--- src/shared/uart_status_consts.svh ---
// Notes on behaviour
// - loopback bit feeds transmit line to receiver
// - overrun set on unread buffer, read clears
// - parity error flag; reads zero when disabled
// - summary flag is OR of four errors
// - address mode: bit 1 marks address character
// - idle mode: bit 1 marks preceding idle line
// - busy bit high while sending or receiving
// - receive buffer read clears receive flags
// - seven-bit receive data, top bit zero
// - writable transmit buffer feeds shift register
// - transmit buffer write clears transmit flag
// - seven-bit mode: top transmit bit unused, zero
`ifndef UART_STATUS_CONSTS_SVH
`define UART_STATUS_CONSTS_SVH
// ****************************************
// register map
// ****************************************
`define OFF_STATUS    8'h00
`define OFF_RXBUF     8'h04
`define OFF_TXBUF     8'h08
`define OFF_CTRL      8'h0C
`define OFF_IRQ_STAT  8'h10
`define OFF_IRQ_MASK  8'h14
`define ST_LOOP       7
`define CTRL_SWRST    0
`define CTRL_PEN      1
`define CTRL_PEVEN    2
`define CTRL_SEVEN    3
`define CTRL_MODE     4
`define CTRL_TXADDR   6
`define CTRL_RST      8'h01
`define IRQ_RX        0
`define IRQ_TX        1
`define IRQ_ERR       2
`define IRQ_STAT_RST  8'h02
`define RESP_OKAY     2'h0
`define RESP_SLVERR   2'h2
// ****************************************
// timing
// ****************************************
`define CLK_HZ        40000000
`define BAUD_HZ       115200
`define BIT_CYCLES    (`CLK_HZ / `BAUD_HZ)
`define IDLE_BITS     10
`define IDLE_CYCLES   (`BIT_CYCLES * `IDLE_BITS)
`endif

--- src/shared/uart_status_pkg.sv ---
package uart_status_pkg;
  typedef enum logic [1:0] {MP_NONE, MP_IDLE, MP_ADDR, MP_RSVD} mp_mode_type;
  typedef enum logic [1:0] {TX_IDLE, TX_SHIFT} tx_state_type;
  typedef enum logic [1:0] {RX_IDLE, RX_START, RX_BITS, RX_STOP} rx_state_type;
endpackage : uart_status_pkg

--- src/shared/serial_core_if.sv ---
`timescale 1ns/1ps
`default_nettype none
interface serial_core_if;
  logic                         seven;
  logic                         pen;
  logic                         peven;
  uart_status_pkg::mp_mode_type mode;
  logic                         tx_addr;
  logic                         tx_start;
  logic [7:0]                   tx_data;
  logic                         tx_busy;
  logic                         tx_line;
  logic                         rx_line;
  logic                         rx_valid;
  logic [7:0]                   rx_data;
  logic                         rx_fe;
  logic                         rx_pe;
  logic                         rx_brk;
  logic                         rx_addr;
  logic                         rx_idle;
  logic                         rx_busy;
  modport top_mp (output seven, pen, peven, mode, tx_addr, tx_start, tx_data, rx_line,
                  input tx_busy, tx_line, rx_valid, rx_data, rx_fe, rx_pe, rx_brk,
                  rx_addr, rx_idle, rx_busy);
  modport tx_mp (input seven, pen, peven, mode, tx_addr, tx_start, tx_data,
                 output tx_busy, tx_line);
  modport rx_mp (input seven, pen, peven, mode, rx_line,
                 output rx_valid, rx_data, rx_fe, rx_pe, rx_brk, rx_addr, rx_idle, rx_busy);
endinterface : serial_core_if
`default_nettype wire

--- src/rtl/uart_tx_shift.sv ---
`timescale 1ns/1ps
`default_nettype none
`include "uart_status_consts.svh"
module uart_tx_shift (
  input  wire logic     clk_i,
  input  wire logic     rst_b_i,
  serial_core_if.tx_mp  ifc
);
  uart_status_pkg::tx_state_type state_r;
  logic [8:0]  cnt_r;
  logic [11:0] frame_r;
  logic [3:0]  len_r;
  logic [11:0] frame_nxt;
  logic [3:0]  len_nxt;
  logic        line_r;
  logic        par;
  // ****************************************
  // frame build: start, data, addr, parity, stop
  // ****************************************
  always_comb begin
    frame_nxt = 12'h0FFF;
    frame_nxt[0] = 1'b0;
    len_nxt = ifc.seven ? 4'd8 : 4'd9;
    frame_nxt[8:1] = ifc.tx_data;
    if (ifc.seven) begin
      frame_nxt[8] = 1'b1; // msb never sent
    end
    par = ^(ifc.tx_data & (ifc.seven ? 8'h7F : 8'hFF));
    if (ifc.mode == uart_status_pkg::MP_ADDR) begin
      frame_nxt[len_nxt] = ifc.tx_addr;
      par = par ^ ifc.tx_addr;
      len_nxt = len_nxt + 4'd1;
    end
    if (ifc.pen) begin
      frame_nxt[len_nxt] = ifc.peven ? par : ~par;
      len_nxt = len_nxt + 4'd1;
    end
    frame_nxt[len_nxt] = 1'b1;
    len_nxt = len_nxt + 4'd1;
  end
  always_ff @(posedge clk_i) begin
    if (!rst_b_i) begin
      state_r <= uart_status_pkg::TX_IDLE;
      cnt_r   <= 9'h000;
      frame_r <= 12'h0FFF;
      len_r   <= 4'h0;
      line_r  <= 1'b1;
    end else begin
      case (state_r)
        uart_status_pkg::TX_IDLE: begin
          line_r <= 1'b1;
          if (ifc.tx_start) begin
            frame_r <= frame_nxt;
            len_r   <= len_nxt;
            cnt_r   <= 9'(`BIT_CYCLES - 1);
            line_r  <= 1'b0;
            state_r <= uart_status_pkg::TX_SHIFT;
          end
        end
        uart_status_pkg::TX_SHIFT: begin
          if (cnt_r != 9'h000) begin
            cnt_r <= cnt_r - 9'h001;
          end else if (len_r == 4'h1) begin
            line_r  <= 1'b1;
            state_r <= uart_status_pkg::TX_IDLE;
          end else begin
            frame_r <= {1'b1, frame_r[11:1]};
            line_r  <= frame_r[1];
            len_r   <= len_r - 4'h1;
            cnt_r   <= 9'(`BIT_CYCLES - 1);
          end
        end
        default: state_r <= uart_status_pkg::TX_IDLE;
      endcase
    end
  end
  assign ifc.tx_line = line_r;
  assign ifc.tx_busy = (state_r != uart_status_pkg::TX_IDLE);
endmodule : uart_tx_shift
`default_nettype wire

--- src/rtl/uart_rx_shift.sv ---
`timescale 1ns/1ps
`default_nettype none
`include "uart_status_consts.svh"
module uart_rx_shift (
  input  wire logic     clk_i,
  input  wire logic     rst_b_i,
  serial_core_if.rx_mp  ifc
);
  uart_status_pkg::rx_state_type state_r;
  logic [8:0]  cnt_r;
  logic [11:0] idle_cnt_r;
  logic        idle_seen_r;
  logic [9:0]  sh_r;
  logic [3:0]  idx_r;
  logic [3:0]  dlen;
  logic [3:0]  len;
  logic        amode;
  logic [9:0]  mask;
  logic        exp_par;
  logic        valid_r;
  logic [7:0]  data_r;
  logic        fe_r;
  logic        pe_r;
  logic        brk_r;
  logic        addr_r;
  logic        idle_r;
  always_comb begin
    amode   = (ifc.mode == uart_status_pkg::MP_ADDR);
    dlen    = ifc.seven ? 4'd7 : 4'd8;
    len     = dlen + {3'h0, amode} + {3'h0, ifc.pen};
    mask    = 10'((11'h001 << len) - 11'h001);
    exp_par = ^(sh_r[7:0] & (ifc.seven ? 8'h7F : 8'hFF)) ^ (amode & sh_r[dlen]);
    exp_par = ifc.peven ? exp_par : ~exp_par;
  end
  always_ff @(posedge clk_i) begin
    if (!rst_b_i) begin
      state_r     <= uart_status_pkg::RX_IDLE;
      cnt_r       <= 9'h000;
      idle_cnt_r  <= 12'h000;
      idle_seen_r <= 1'b0;
      sh_r        <= 10'h000;
      idx_r       <= 4'h0;
      valid_r     <= 1'b0;
      data_r      <= 8'h00;
      fe_r        <= 1'b0;
      pe_r        <= 1'b0;
      brk_r       <= 1'b0;
      addr_r      <= 1'b0;
      idle_r      <= 1'b0;
    end else begin
      valid_r <= 1'b0;
      case (state_r)
        uart_status_pkg::RX_IDLE: begin
          // line high long enough counts as idle
          if (ifc.rx_line && idle_cnt_r != 12'(`IDLE_CYCLES)) begin
            idle_cnt_r <= idle_cnt_r + 12'h001;
          end
          if (!ifc.rx_line) begin
            idle_seen_r <= (idle_cnt_r == 12'(`IDLE_CYCLES));
            idle_cnt_r  <= 12'h000;
            cnt_r       <= 9'(`BIT_CYCLES / 2);
            state_r     <= uart_status_pkg::RX_START;
          end
        end
        uart_status_pkg::RX_START: begin
          if (cnt_r != 9'h000) begin
            cnt_r <= cnt_r - 9'h001;
          end else begin
            // glitch on start bit drops back to idle
            state_r <= ifc.rx_line ? uart_status_pkg::RX_IDLE : uart_status_pkg::RX_BITS;
            cnt_r   <= 9'(`BIT_CYCLES - 1);
            idx_r   <= 4'h0;
            sh_r    <= 10'h000;
          end
        end
        uart_status_pkg::RX_BITS: begin
          if (cnt_r != 9'h000) begin
            cnt_r <= cnt_r - 9'h001;
          end else begin
            sh_r[idx_r] <= ifc.rx_line;
            idx_r       <= idx_r + 4'h1;
            cnt_r       <= 9'(`BIT_CYCLES - 1);
            if (idx_r == len - 4'h1) begin
              state_r <= uart_status_pkg::RX_STOP;
            end
          end
        end
        uart_status_pkg::RX_STOP: begin
          if (cnt_r != 9'h000) begin
            cnt_r <= cnt_r - 9'h001;
          end else begin
            valid_r <= 1'b1;
            data_r  <= sh_r[7:0] & (ifc.seven ? 8'h7F : 8'hFF);
            fe_r    <= !ifc.rx_line;
            pe_r    <= ifc.pen && (sh_r[len - 4'h1] != exp_par);
            brk_r   <= ((sh_r & mask) == 10'h000) && !ifc.rx_line;
            addr_r  <= amode && sh_r[dlen];
            idle_r  <= idle_seen_r;
            state_r <= uart_status_pkg::RX_IDLE;
          end
        end
        default: state_r <= uart_status_pkg::RX_IDLE;
      endcase
    end
  end
  assign ifc.rx_valid = valid_r;
  assign ifc.rx_data  = data_r;
  assign ifc.rx_fe    = fe_r;
  assign ifc.rx_pe    = pe_r;
  assign ifc.rx_brk   = brk_r;
  assign ifc.rx_addr  = addr_r;
  assign ifc.rx_idle  = idle_r;
  assign ifc.rx_busy  = (state_r != uart_status_pkg::RX_IDLE);
endmodule : uart_rx_shift
`default_nettype wire

--- src/rtl/uart_status_buffers.sv ---
// Register access over AXI4-Lite and the placing of the registers were left to the implementer.
`timescale 1ns/1ps
`default_nettype none
`include "uart_status_consts.svh"
module uart_status_buffers (
  input  wire logic       core_clk_i,
  input  wire logic       rst_b_i,
  input  wire logic [7:0] s_axi_awaddr_i,
  input  wire logic       s_axi_awvalid_i,
  output logic            s_axi_awready_o,
  input  wire logic [31:0] s_axi_wdata_i,
  input  wire logic [3:0] s_axi_wstrb_i,
  input  wire logic       s_axi_wvalid_i,
  output logic            s_axi_wready_o,
  output logic [1:0]      s_axi_bresp_o,
  output logic            s_axi_bvalid_o,
  input  wire logic       s_axi_bready_i,
  input  wire logic [7:0] s_axi_araddr_i,
  input  wire logic       s_axi_arvalid_i,
  output logic            s_axi_arready_o,
  output logic [31:0]     s_axi_rdata_o,
  output logic [1:0]      s_axi_rresp_o,
  output logic            s_axi_rvalid_o,
  input  wire logic       s_axi_rready_i,
  input  wire logic       serial_rx_line_i,
  output logic            serial_tx_line_o,
  output logic            irq_o
);
  // ****************************************
  // decode helpers
  // ****************************************
  function automatic logic is_reg(input logic [7:0] addr, input logic [7:0] off);
    is_reg = (addr[7:2] == off[7:2]);
  endfunction : is_reg

  function automatic logic is_mapped(input logic [7:0] addr);
    is_mapped = is_reg(addr, `OFF_STATUS) || is_reg(addr, `OFF_RXBUF) ||
                is_reg(addr, `OFF_TXBUF) || is_reg(addr, `OFF_CTRL) ||
                is_reg(addr, `OFF_IRQ_STAT) || is_reg(addr, `OFF_IRQ_MASK);
  endfunction : is_mapped

  serial_core_if ifc ();

  logic       core_rst_b;
  logic [7:0] ctrl_r;
  logic       loop_r;
  logic [7:0] irq_mask_r;
  logic [7:0] irq_stat_r;
  logic [7:0] txbuf_r;
  logic       tx_full_r;
  logic [7:0] rxbuf_r;
  logic       rx_full_r;
  logic       fe_r;
  logic       oe_r;
  logic       pe_r;
  logic       brk_r;
  logic       ai_r;
  logic       pe_vis;
  logic       err_sum;
  logic       busy;
  logic [7:0] status_val;
  logic       aw_hold_r;
  logic [7:0] aw_addr_r;
  logic       w_hold_r;
  logic [7:0] w_data_r;
  logic       w_strb0_r;
  logic       bvalid_r;
  logic [1:0] bresp_r;
  logic       rvalid_r;
  logic [31:0] rdata_r;
  logic [1:0] rresp_r;
  logic       do_write;
  logic       wr_en;
  logic       ar_hs;
  logic       rd_rx;
  logic       wr_tx;
  logic       tx_load;
  logic       rx_err;
  logic [7:0] irq_set;
  logic [7:0] irq_w1c;

  // ****************************************
  // serial engines
  // ****************************************
  // software reset bit holds both shifters idle
  assign core_rst_b = rst_b_i && !ctrl_r[`CTRL_SWRST];

  assign ifc.seven    = ctrl_r[`CTRL_SEVEN];
  assign ifc.pen      = ctrl_r[`CTRL_PEN];
  assign ifc.peven    = ctrl_r[`CTRL_PEVEN];
  assign ifc.mode     = uart_status_pkg::mp_mode_type'(ctrl_r[`CTRL_MODE +: 2]);
  assign ifc.tx_addr  = ctrl_r[`CTRL_TXADDR];
  assign ifc.tx_data  = txbuf_r;
  assign ifc.rx_line  = loop_r ? ifc.tx_line : serial_rx_line_i;
  // buffer moves to the shifter as soon as it is free
  assign tx_load      = tx_full_r && !ifc.tx_busy && core_rst_b;
  assign ifc.tx_start = tx_load;

  uart_tx_shift u_tx (
    .clk_i   (core_clk_i),
    .rst_b_i (core_rst_b),
    .ifc     (ifc.tx_mp)
  );

  uart_rx_shift u_rx (
    .clk_i   (core_clk_i),
    .rst_b_i (core_rst_b),
    .ifc     (ifc.rx_mp)
  );

  assign serial_tx_line_o = ifc.tx_line;

  // ****************************************
  // status view
  // ****************************************
  assign pe_vis  = pe_r && ctrl_r[`CTRL_PEN];
  assign err_sum = fe_r || oe_r || pe_vis || brk_r;
  assign busy    = ifc.tx_busy || ifc.rx_busy;
  assign status_val = {loop_r, fe_r, oe_r, pe_vis, brk_r, err_sum, ai_r, busy};

  // ****************************************
  // bus slave
  // ****************************************
  assign s_axi_awready_o = !aw_hold_r && !bvalid_r;
  assign s_axi_wready_o  = !w_hold_r && !bvalid_r;
  assign s_axi_arready_o = !rvalid_r;
  assign s_axi_bvalid_o  = bvalid_r;
  assign s_axi_bresp_o   = bresp_r;
  assign s_axi_rvalid_o  = rvalid_r;
  assign s_axi_rdata_o   = rdata_r;
  assign s_axi_rresp_o   = rresp_r;

  assign do_write = aw_hold_r && w_hold_r;
  assign wr_en    = do_write && w_strb0_r;
  assign ar_hs    = s_axi_arvalid_i && !rvalid_r;
  assign rd_rx    = ar_hs && is_reg(s_axi_araddr_i, `OFF_RXBUF);
  assign wr_tx    = wr_en && is_reg(aw_addr_r, `OFF_TXBUF);

  always_ff @(posedge core_clk_i) begin
    if (!rst_b_i) begin
      aw_hold_r <= 1'b0;
      aw_addr_r <= 8'h00;
    end else if (s_axi_awvalid_i && s_axi_awready_o) begin
      aw_hold_r <= 1'b1;
      aw_addr_r <= s_axi_awaddr_i;
    end else if (do_write) begin
      aw_hold_r <= 1'b0;
    end
  end

  always_ff @(posedge core_clk_i) begin
    if (!rst_b_i) begin
      w_hold_r  <= 1'b0;
      w_data_r  <= 8'h00;
      w_strb0_r <= 1'b0;
    end else if (s_axi_wvalid_i && s_axi_wready_o) begin
      w_hold_r  <= 1'b1;
      w_data_r  <= s_axi_wdata_i[7:0];
      w_strb0_r <= s_axi_wstrb_i[0];
    end else if (do_write) begin
      w_hold_r <= 1'b0;
    end
  end

  always_ff @(posedge core_clk_i) begin
    if (!rst_b_i) begin
      bvalid_r <= 1'b0;
      bresp_r  <= `RESP_OKAY;
    end else if (do_write) begin
      bvalid_r <= 1'b1;
      bresp_r  <= is_mapped(aw_addr_r) ? `RESP_OKAY : `RESP_SLVERR;
    end else if (s_axi_bready_i) begin
      bvalid_r <= 1'b0;
    end
  end

  always_ff @(posedge core_clk_i) begin
    if (!rst_b_i) begin
      rvalid_r <= 1'b0;
      rdata_r  <= 32'h0000_0000;
      rresp_r  <= `RESP_OKAY;
    end else if (ar_hs) begin
      rvalid_r <= 1'b1;
      rresp_r  <= is_mapped(s_axi_araddr_i) ? `RESP_OKAY : `RESP_SLVERR;
      rdata_r  <= 32'h0000_0000;
      if (is_reg(s_axi_araddr_i, `OFF_STATUS)) begin
        rdata_r[7:0] <= status_val;
      end
      if (is_reg(s_axi_araddr_i, `OFF_RXBUF)) begin
        rdata_r[7:0] <= rxbuf_r;
      end
      if (is_reg(s_axi_araddr_i, `OFF_TXBUF)) begin
        rdata_r[7:0] <= txbuf_r;
      end
      if (is_reg(s_axi_araddr_i, `OFF_CTRL)) begin
        rdata_r[7:0] <= ctrl_r;
      end
      if (is_reg(s_axi_araddr_i, `OFF_IRQ_STAT)) begin
        rdata_r[7:0] <= irq_stat_r;
      end
      if (is_reg(s_axi_araddr_i, `OFF_IRQ_MASK)) begin
        rdata_r[7:0] <= irq_mask_r;
      end
    end else if (s_axi_rready_i) begin
      rvalid_r <= 1'b0;
    end
  end

  // ****************************************
  // control registers
  // ****************************************
  always_ff @(posedge core_clk_i) begin
    if (!rst_b_i) begin
      ctrl_r     <= `CTRL_RST;
      loop_r     <= 1'b0;
      irq_mask_r <= 8'h00;
    end else if (wr_en) begin
      if (is_reg(aw_addr_r, `OFF_CTRL)) begin
        ctrl_r <= w_data_r;
      end
      if (is_reg(aw_addr_r, `OFF_STATUS)) begin
        loop_r <= w_data_r[`ST_LOOP];
      end
      if (is_reg(aw_addr_r, `OFF_IRQ_MASK)) begin
        irq_mask_r <= w_data_r;
      end
    end
  end

  // ****************************************
  // transmit buffer
  // ****************************************
  always_ff @(posedge core_clk_i) begin
    if (!core_rst_b) begin
      txbuf_r   <= 8'h00;
      tx_full_r <= 1'b0;
    end else if (wr_tx) begin
      // msb held reset for seven-bit characters
      txbuf_r   <= ctrl_r[`CTRL_SEVEN] ? {1'b0, w_data_r[6:0]} : w_data_r;
      tx_full_r <= 1'b1;
    end else if (tx_load) begin
      tx_full_r <= 1'b0;
    end
  end

  // ****************************************
  // receive buffer and flags
  // ****************************************
  // a new character arriving with a read wins: its flags stand
  always_ff @(posedge core_clk_i) begin
    if (!core_rst_b) begin
      rxbuf_r   <= 8'h00;
      rx_full_r <= 1'b0;
      fe_r      <= 1'b0;
      oe_r      <= 1'b0;
      pe_r      <= 1'b0;
      brk_r     <= 1'b0;
      ai_r      <= 1'b0;
    end else if (ifc.rx_valid) begin
      rxbuf_r   <= ifc.rx_data;
      rx_full_r <= 1'b1;
      fe_r      <= (fe_r && !rd_rx) || ifc.rx_fe;
      oe_r      <= (oe_r && !rd_rx) || (rx_full_r && !rd_rx);
      pe_r      <= (pe_r && !rd_rx) || ifc.rx_pe;
      brk_r     <= (brk_r && !rd_rx) || ifc.rx_brk;
      case (ifc.mode)
        uart_status_pkg::MP_ADDR: ai_r <= ifc.rx_addr;
        uart_status_pkg::MP_IDLE: ai_r <= ifc.rx_idle;
        default:                  ai_r <= 1'b0;
      endcase
    end else if (rd_rx) begin
      rx_full_r <= 1'b0;
      fe_r      <= 1'b0;
      oe_r      <= 1'b0;
      pe_r      <= 1'b0;
      brk_r     <= 1'b0;
      ai_r      <= 1'b0;
    end
  end

  // ****************************************
  // interrupts
  // ****************************************
  assign rx_err = ifc.rx_fe || ifc.rx_brk || (ifc.rx_pe && ctrl_r[`CTRL_PEN]) ||
                  (rx_full_r && !rd_rx);

  always_comb begin
    irq_set = 8'h00;
    irq_set[`IRQ_RX]  = ifc.rx_valid;
    irq_set[`IRQ_TX]  = tx_load;
    irq_set[`IRQ_ERR] = ifc.rx_valid && rx_err;
    irq_w1c = 8'h00;
    if (wr_en && is_reg(aw_addr_r, `OFF_IRQ_STAT)) begin
      irq_w1c = w_data_r;
    end
    irq_w1c[`IRQ_RX] = irq_w1c[`IRQ_RX] || rd_rx;
    irq_w1c[`IRQ_TX] = irq_w1c[`IRQ_TX] || wr_tx;
  end

  // set beats clear in the same cycle
  always_ff @(posedge core_clk_i) begin
    if (!core_rst_b) begin
      irq_stat_r <= `IRQ_STAT_RST;
    end else begin
      irq_stat_r <= ((irq_stat_r & ~irq_w1c) | irq_set) & 8'h07;
    end
  end

  assign irq_o = |(irq_stat_r & irq_mask_r);
endmodule : uart_status_buffers
`default_nettype wire

--- config.mk ---
export PLATFORM = sky130hd
export DESIGN_NAME = uart_status_buffers
export DESIGN_NICKNAME = d
export VERILOG_FILES = /design/src/shared/uart_status_pkg.sv /design/src/shared/serial_core_if.sv /design/src/rtl/uart_tx_shift.sv /design/src/rtl/uart_rx_shift.sv /design/src/rtl/uart_status_buffers.sv
export VERILOG_INCLUDE_DIRS = /design/src /design/src/shared
export SDC_FILE = /design/constraint.sdc
export NUM_CORES = 1
export LEC_CHECK = 0
export ABC_AREA = 1
export BUFFER_PORTS_ARGS = -buffer_cell sky130_fd_sc_hd__buf_2
export CELL_PAD_IN_SITES_DETAIL_PLACEMENT = 1
export CELL_PAD_IN_SITES_GLOBAL_PLACEMENT = 1
export CORE_MARGIN = 2
export CORE_UTILIZATION = 45
export DETAILED_ROUTE_END_ITERATION = 10
export PLACE_DENSITY = 0.94
export SLEW_MARGIN = 10
export SYNTH_ARGS = -nofsm -noshare
export SYNTH_HDL_FRONTEND = slang
export SYNTH_SLANG_ARGS = --single-unit
--- constraint.sdc ---
create_clock -name core_clk_i -period 5.1 [get_ports core_clk_i]
set_clock_uncertainty 0.05 [all_clocks]
set_input_delay 1.02 -clock core_clk_i [delete_from_list [all_inputs] [get_ports core_clk_i]]
set_output_delay 1.02 -clock core_clk_i [all_outputs]
set_load 0.01 [all_outputs]
==> flow_summary.json, run 1 <==
{
  "run_status": "finished clean",
  "routed_wl_um": 23600,
  "p_per_area_nw_per_um2": 298,
  "worstMarginPinSlew_ns": 1.03,
  "grt_pass1_vias": 7755,
  "slew_violations": 0,
  "cts_buffers": 17,
  "power_frac_comb": 0.043,
  "drive_gt1_frac": 0.101,
  "layout_commonest_cell": "nand2_1",
  "required_ns": 5.38,
  "layoutNonFillerInstCount": 1389,
  "io_pins": 103,
  "syn-cell-area_um2": 7830,
  "synthCells": 1113,
  "r2r_slack_ns": 1.99,
  "synth_flop_cell": "dfxtp_1",
  "grt_util_all_layers": 0.265,
  "irDropWorstVdd_mv": 0.260,
  "grt_max_degree": 40,
  "busiest_layer": "met2",
  "place_inst": 1357,
  "die_area_um2": 18500,
  "crit_path_end_kind": "register",
  "yosysSeqAreaShare": 0.384,
  "min_period_over_period": 0.643,
  "dr.pass1.iters": 5,
  "p_switching_uw": 709,
  "avgRoutedWirePerCell_um": 17.0,
  "met3_usage": 0.0552,
  "die_h_um": 136,
  "cts_tree": "built",
  "multi_input_area_um2": 4100,
  "antenna_found_initial": 0,
  "clkTransAtPathRegs_ns": 0.08,
  "n_antenna_cell": 0,
  "overflow": 0,
  "clock-root-buffer": "clkbuf_16",
  "clkPwrFrac": 0.490,
  "final_net_count": 1238,
  "rsz0062_at_grt": "no",
  "p_int_uw": 1880,
  "start_util": 0.456,
  "start_kind": "primary input",
  "ys_types": 51,
  "ctsHtreeMaxLevel": 4,
  "swShare": 0.273,
  "core_region_area_um2": 17200,
  "grt_pass1_wl_um": 38500,
  "hold_buffers": 0,
  "viasPerCell": 5.48,
  "grtUsageMet2": 0.458,
  "hold_path_class": "register to register",
  "avgSynthCellArea_um2": 7.03,
  "path_max_fanout": 39,
  "slew_headroom": 0.311,
  "drc": 0,
  "cap_viol_max_count": 0,
  "drt_iter0_drc": 545,
  "seqCellArea_um2": 3000,
  "chipWidth_um": 136,
  "grt_use_met1": 0.319,
  "yosysWarnings": 0,
  "fmax_mhz": 305,
  "fin_setup_tns_ns": 0,
  "setup_viol": 0,
  "cts_resized": 0,
  "post_cts_buffers": 0,
  "syn_to_final_growth_pct": 11.3,
  "routabilityCongestion": 0.939,
  "dp.final_hpwl_um": 15900,
  "cts_sinks": 150,
  "vias": 7617,
  "ys_ff_latch": 150,
  "port_buffers": 45,
  "fill_cells": 2272,
  "p_leak_uw": 0.00357,
  "clk_path_buf_depth": 2,
  "clk_latency_ns": 0.45,
  "hold_viol_final": 0,
  "rows": 48,
  "seq_power_share": 0.466,
  "layout_common_cells": "nand2_1 (239), dfxtp_1 (150), nor2_1 (122)",
  "synth_edf_count": 0,
  "period_minus_slack_ns": 3.28,
  "async_reset_ff_frac": 0,
  "cp.arrival_ns": 3.56,
  "ant_nets": 0,
  "criticalPathCategory": "primary input to register"
}
## power groups by stage
stage / clock, uW / sequential, uW / combinational, uW
after global placement: 0 / 1230 / 103
after CTS: 1280 / 1210 / 112
after global routing: 1340 / 1210 / 126
after floorplan: 0 / 1230 / 83.2
after detailed placement: 0 / 1230 / 108
final: 1270 / 1210 / 113
## cells by family (layout without fill, tap and decap cells)
kind of cell    count (synthesis)  after routing  synth area share
simple gates                  474            474             0.267
compound gates                264            264             0.181
buf+inv                       181            207             0.105
flops                         150            150             0.384
fa+ha+maj                      27             27            0.0451
xor+xnor                       16             16            0.0179
other cells                     1             26          0.000479
## critical path: stages
cell and delay [ns]:
buf_2 0.10, buf_4 0.24, nand2_1 0.51, clkinv_1 0.86, buf_4 0.50, nand2_1 0.10
inv_1 0.07, o21ai_0 0.08, a21oi_1 0.06
## synthesized netlist by cell type (2+ instances only)
cell       number  area [um2]
nand2_4         6        67.6
nand4_1        13        81.3
or2_1           2        12.5
ha_1           25         313
o21ai_0       104         521
or2_2           2        12.5
nand4_4         3        63.8
xor2_1         11        96.3
buf_4          27         203
o21ai_1        11        55.1
nand2_2         6        37.5
a211oi_1        3        22.5
nor2_1        122         458
a21oi_1       118         591
nor2_4          3        33.8
nor2_2          5        31.3
nand3b_1        2        15.0
o211ai_1        8        60.1
nand3_1        53         265
a31oi_1         2        12.5
xnor2_1         5        43.8
nor3_1         14        70.1
nand2_1       239         897
inv_2           6        22.5
buf_2           5        25.0
dfxtp_1       150        3000
clkbuf_1       18        67.6
o2111ai_1       4        35.0
o22ai_1         2        12.5
clkinv_1        7        26.3
buf_6           3        33.8
o21ai_2         2        17.5
inv_1         113         424
fa_1            2        40.0
## worst paths after layout
check | startpoint | endpoint | depth (start not counted)
setup / recovery | rst_b_i | u_rx.idle_cnt_r[2] | 9
hold / removal | s_axi_rdata_o[0] | s_axi_rdata_o[0] | 2
setup reg to reg | ctrl_r[3] | u_rx.ifc.rx_pe | 9
hold reg to reg | s_axi_rdata_o[0] | s_axi_rdata_o[0] | 2
## per-stage QoR
stage / util / hold slack, ns / cell area (um2) / setup WS (ns) / power [uW]
global placement: 0.472 / 0.380 / 8110 / 1.36 / 1340
global route: 0.507 / 0.442 / 8710 / 1.51 / 2670
detailed placement: 0.472 / 0.387 / 8110 / 1.35 / 1340
floorplan: - / 0.371 / 7920 / 2.83 / 1310
CTS: 0.507 / 0.411 / 8710 / 1.81 / 2600
finish: 0.507 / 0.415 / 8710 / 1.82 / 2590
## flip-flops by register name (all words and copies together), names as in the netlist, 3 cells and up, named ones only
register	flops
u_rx.idx_r	4
irq_stat_r	3
u_rx.ifc.rx_data	8
u_tx.len_r	4
u_rx.idle_cnt_r	12
s_axi_rdata_o	8
w_data_r	8
u_tx.cnt_r	9
irq_mask_r	8
u_tx.frame_r	11
ifc.tx_data	8
u_rx.cnt_r	9
rxbuf_r	8
u_rx.sh_r	10
ctrl_r	8
aw_addr_r	6
## layout make-up
type / count / share of cell area
Clock buffer: 17 / 0.0489
Sequential cell: 150 / 0.345
Inverter: 127 / 0.0556
Timing Repair Buffer: 48 / 0.0284
Multi-Input combinational cell: 807 / 0.471
Tap cell: 225 / 0.0323
Clock inverter: 15 / 0.0194
## metal layers
metal / vias up / wire (um)
li1: 3671 / -
met1: 3694 / 10100
met2: 188 / 11600
met3: 64 / 1120
met4: 0 / 712
met5: - / 0
(Power assumes the default switching activity.)
==> inputs of run 2 (changes only) <==
- CORE_UTILIZATION: 45 -> 42
- PLACE_DENSITY: 0.94 -> 0.89
- clock period: 5.1 -> 3.2 ns (I/O delays scaled with it)
==> flow_summary.json, run 2 (synthesis results as in run 1) <==
{
  "cts_resized": 0,
  "avgRoutedWirePerCell_um": 16.3,
  "fmax_mhz": 372,
  "ctsHtreeMaxLevel": 4,
  "cts_tree": "built",
  "layout_common_cells": "nand2_1 (239), dfxtp_1 (150), nor2_1 (122)",
  "cap_viol_max_count": 0,
  "cts_sinks": 150,
  "routed_wl_um": 22800,
  "port_buffers": 45,
  "run_status": "finished clean",
  "criticalPathCategory": "register to register",
  "grt_max_degree": 44,
  "start_util": 0.431,
  "setup_viol": 0,
  "syn_to_final_growth_pct": 11.6,
  "seq_power_share": 0.471,
  "crit_path_end_kind": "register",
  "hold_buffers": 0,
  "period_minus_slack_ns": 2.69,
  "chipWidth_um": 140,
  "required_ns": 3.49,
  "core_region_area_um2": 18100,
  "vias": 7527,
  "p_leak_uw": 0.00358,
  "n_antenna_cell": 0,
  "grt_pass1_vias": 7640,
  "fin_setup_tns_ns": 0,
  "hold_viol_final": 0,
  "p_int_uw": 2990,
  "clock-root-buffer": "clkbuf_16",
  "power_frac_comb": 0.043,
  "place_inst": 1365,
  "dp.final_hpwl_um": 16000,
  "dr.pass1.iters": 5,
  "drive_gt1_frac": 0.104,
  "grt_pass1_wl_um": 37900,
  "largest_registers": "u_rx.idle_cnt_r (12), u_tx.frame_r (11), u_rx.sh_r (10)",
  "layoutNonFillerInstCount": 1397,
  "final_net_count": 1242,
  "drc": 0,
  "clkTransAtPathRegs_ns": 0.08,
  "viasPerCell": 5.39,
  "slew_violations": 0,
  "largest_register_ffs": 12,
  "hold_path_class": "primary input to register",
  "cts_buffers": 17,
  "antenna_found_initial": 0,
  "worstMarginPinSlew_ns": 0.507,
  "routabilityCongestion": 0.869,
  "clk_latency_ns": 0.45,
  "clk_path_buf_depth": 2,
  "rsz0062_at_grt": "no",
  "path_max_fanout": 10,
  "die_h_um": 140,
  "max_flop_register": "u_rx.idle_cnt_r",
  "p_switching_uw": 1100,
  "p_per_area_nw_per_um2": 468,
  "slew_headroom": 0.662,
  "start_kind": "register",
  "drt_iter0_drc": 572,
  "irDropWorstVdd_mv": 0.390,
  "grt_util_all_layers": 0.236,
  "min_period_over_period": 0.839,
  "swShare": 0.269,
  "io_pins": 103,
  "ant_nets": 0,
  "post_cts_buffers": 0,
  "clkPwrFrac": 0.485,
  "rows": 49,
  "cp.arrival_ns": 2.97,
  "layout_commonest_cell": "nand2_1",
  "die_area_um2": 19700,
  "fill_cells": 2361,
  "overflow": 0
}
-- run 2: cell count changes in the layout (fill, tap and decap cells not counted), sizes merged --
cell,change
buf,+4
clkinv,-3
clkinvlp,+2
inv,+1
-- run 2: layout make-up --
class / instances / area, um2 / area share
inverter: 127 / 484 / 0.0555
tap: 229 / 287 / 0.0328
clock inverter: 15 / 156 / 0.0179
multi-input combinational: 807 / 4100 / 0.469
clock buffer: 17 / 425 / 0.0487
sequential: 150 / 3000 / 0.344
timing repair buffer: 52 / 278 / 0.0318
-- run 2: power by group through the flow --
| stage | combinational (uW) | clock [uW] | sequential, uW |
|---|---|---|---|
| floorplan | 133 | 0 | 1960 |
| global placement | 166 | 0 | 1970 |
| detailed placement | 174 | 0 | 1970 |
| CTS | 176 | 2020 | 1930 |
| global route | 200 | 2090 | 1930 |
| finish | 177 | 1980 | 1930 |
-- run 2: final timing paths --
path / depth (start not counted) / to / slack [ns] / start
hold reg to reg: 2 / ctrl_r[7] / 0.40 / ctrl_r[7]
setup reg to reg: 11 / register / 0.51 / ctrl_r[3]
setup / recovery: 11 / register / 0.51 / ctrl_r[3]
hold / removal: 3 / w_data_r[4] / 0.40 / s_axi_wdata_i[4]
-- run 2: stage by stage --
| stage | util | hold WS [ns] | worst slack, ns | total power [uW] | instance area (um2) |
|---|---|---|---|---|---|
| final | 0.481 | 0.397 | 0.514 | 4090 | 8730 |
| after global placement | 0.449 | 0.381 | 0.671 | 2130 | 8150 |
| after detailed placement | 0.449 | 0.386 | 0.619 | 2140 | 8150 |
| after CTS | 0.481 | 0.391 | 0.537 | 4120 | 8730 |
| after global routing | 0.481 | 0.401 | 0.242 | 4210 | 8730 |
| after floorplan | - | 0.371 | 0.933 | 2090 | 7920 |
-- run 2: worst max-delay path, cell delays in order, from the launching register on --
cell and delay [ns]:
dfxtp_1 0.56, clkinv_1 0.41, fa_1 0.64, buf_4 0.18, xnor2_1 0.13, nand2_1 0.07
nand2_1 0.09, nand3_1 0.14, nor2_1 0.17, nand2_1 0.07, nand2_1 0.05, nor2_1 0.04
-- run 2: layer usage --
| layer | global-route usage | wire [um] | vias up |
|---|---|---|---|
| met5 | 0 | 0 | - |
| met4 | 0.0837 | 472 | 0 |
| met3 | 0.0465 | 912 | 37 |
| met2 | 0.406 | 11200 | 129 |
| met1 | 0.296 | 10200 | 3684 |
| li1 | - | - | 3677 |
==> inputs of run 3 (changes only) <==
- CORE_UTILIZATION: 42 -> 38
- PLACE_DENSITY: 0.89 -> 0.86
- clock period: 3.2 -> 2.31 ns (I/O delays scaled with it)
==> flow_summary.json, run 3 (synthesis results as in run 1) <==
{
  "layout_commonest_cell": "nand2_1",
  "ant_nets": 0,
  "dp.final_hpwl_um": 16400,
  "r2r_cells": 10,
  "grt_util_all_layers": 0.212,
  "grt_pass1_wl_um": 37500,
  "io_pins": 103,
  "p_int_uw": 4260,
  "cap_viol_max_count": 0,
  "largest_registers": "u_rx.idle_cnt_r (12), u_tx.frame_r (11), u_rx.sh_r (10)",
  "place_area_um2": 8330,
  "cts_buffers": 17,
  "timing.critical_path.from": "ctrl_r[4]",
  "syn_to_final_growth_pct": 14.4,
  "drt_iter0_drc": 377,
  "largest_register_ffs": 12,
  "max_flop_register": "u_rx.idle_cnt_r",
  "clk_latency_ns": 0.44,
  "p_per_area_nw_per_um2": 646,
  "clock-root-buffer": "clkbuf_16",
  "overflow": 0,
  "vias": 7512,
  "fmax_mhz": 445,
  "whs_path_depth": 4,
  "hold_buffers": 0,
  "grt_pass1_vias": 7601,
  "die_area_um2": 21800,
  "criticalPathCategory": "register to register",
  "reg2reg_from": "ctrl_r[4]",
  "r2r_end": "u_tx.len_r[2]",
  "fin_util": 0.442,
  "chipWidth_um": 148,
  "fin_ws_ns": 0.0618,
  "crit_path_end_kind": "register",
  "p_leak_uw": 0.00367,
  "drc": 0,
  "grt_max_degree": 39,
  "fin_area_um2": 8950,
  "p_switching_uw": 1530,
  "dp_slack_ns": 0.0263,
  "avgRoutedWirePerCell_um": 15.5,
  "n_antenna_cell": 0,
  "r2r_slack_ns": 0.06,
  "path_max_fanout": 5,
  "hold_path_class": "primary input to register",
  "antenna_found_initial": 0,
  "routed_wl_um": 22500,
  "hold_viol_final": 0,
  "period_minus_slack_ns": 2.25,
  "rows": 52,
  "die_h_um": 148,
  "cp.arrival_ns": 2.52,
  "irDropWorstVdd_mv": 0.569,
  "post_cts_buffers": 0,
  "slew_violations": 0,
  "swShare": 0.264,
  "min-delay-start": "s_axi_bready_i",
  "cts_tree": "built",
  "viasPerCell": 5.16,
  "layout_common_cells": "nand2_1 (239), dfxtp_1 (149), nor2_1 (122)",
  "port_buffers": 45,
  "clk_path_buf_depth": 2,
  "dr.pass1.iters": 4,
  "cts_sinks": 150,
  "rsz0062_at_grt": "yes",
  "ctsHtreeMaxLevel": 4,
  "setup_viol": 0,
  "drive_gt1_frac": 0.122,
  "power_frac_comb": 0.042,
  "clkPwrFrac": 0.496,
  "clkTransAtPathRegs_ns": 0.07,
  "seq_power_share": 0.461,
  "required_ns": 2.58,
  "hold-path-endpoint": "s_axi_bvalid_o",
  "start_kind": "register",
  "start_util": 0.387,
  "core_region_area_um2": 20200,
  "final_net_count": 1259,
  "routabilityCongestion": 0.880,
  "run_status": "finished clean",
  "min_period_over_period": 0.973
}
==> run 3: worst max-delay path, cell delays in order (launching register included) <==
cell and delay (ns):
dfxtp_2 0.33, inv_1 0.07, ha_2 0.21, inv_2 0.06, fa_2 0.62, buf_4 0.17
ha_1 0.17, xor2_1 0.16, o21ai_0 0.11, o21ai_1 0.15, a21oi_1 0.05
==> run 3: area by class of cell <==
class	instances	area (um2)
clock buffer	17	425
clock inverter	15	189
fill	2614	11300
inverter	127	487
multi-input combinational	807	4100
sequential	150	3000
tap	270	338
timing repair buffer	69	405
==> run 3: layer usage <==
metal | global-route usage | vias up | part of all wire
li1 | - | 3709 | -
met4 | 0.0635 | 0 | 0.015
met2 | 0.368 | 120 | 0.49
met3 | 0.0361 | 27 | 0.035
met1 | 0.271 | 3656 | 0.46
met5 | 0 | - | 0
==> run 3: timing repair <==
item,4_1_cts,5_1_grt
hold endpoints to repair,0,0
resized for setup,1,6
endpoints found under the setup margin,1,5
pin swaps,0,2
==> run 3: worst max-delay path by stage <==
stage	endpoint	slack [ns]	cells after the start
2_1_floorplan	u_rx.ifc.rx_pe	0.04	10
3_3_place_gp	u_tx.len_r[2]	0.1	10
3_5_place_dp	u_rx.ifc.rx_pe	0.03	11
4_1_cts	u_tx.len_r[2]	0.02	10
5_1_grt	register	-0.02	15
6_report	u_tx.len_r[2]	0.06	10
==> run 3: per-stage QoR <==
step	total power [uW]	cells	TNS (ns)	hold slack, ns
detailed placement	2970	1423	0	0.386
CTS	5820	1455	0	0.213
floorplan	2900	1138	0	0.371
finish	5780	1455	0	0.224
global route	5970	1455	-0.0579	0.224
global placement	2960	1423	0	0.384
==> run 3: power groups by stage <==
stage               Clock (uW)  Sequential (uW)  Combinational [uW]
global placement             0             2720                 235
detailed placement           0             2730                 244
finish                    2870             2670                 245
CTS                       2910             2670                 246
global route              3020             2670                 278
floorplan                    0             2710                 184
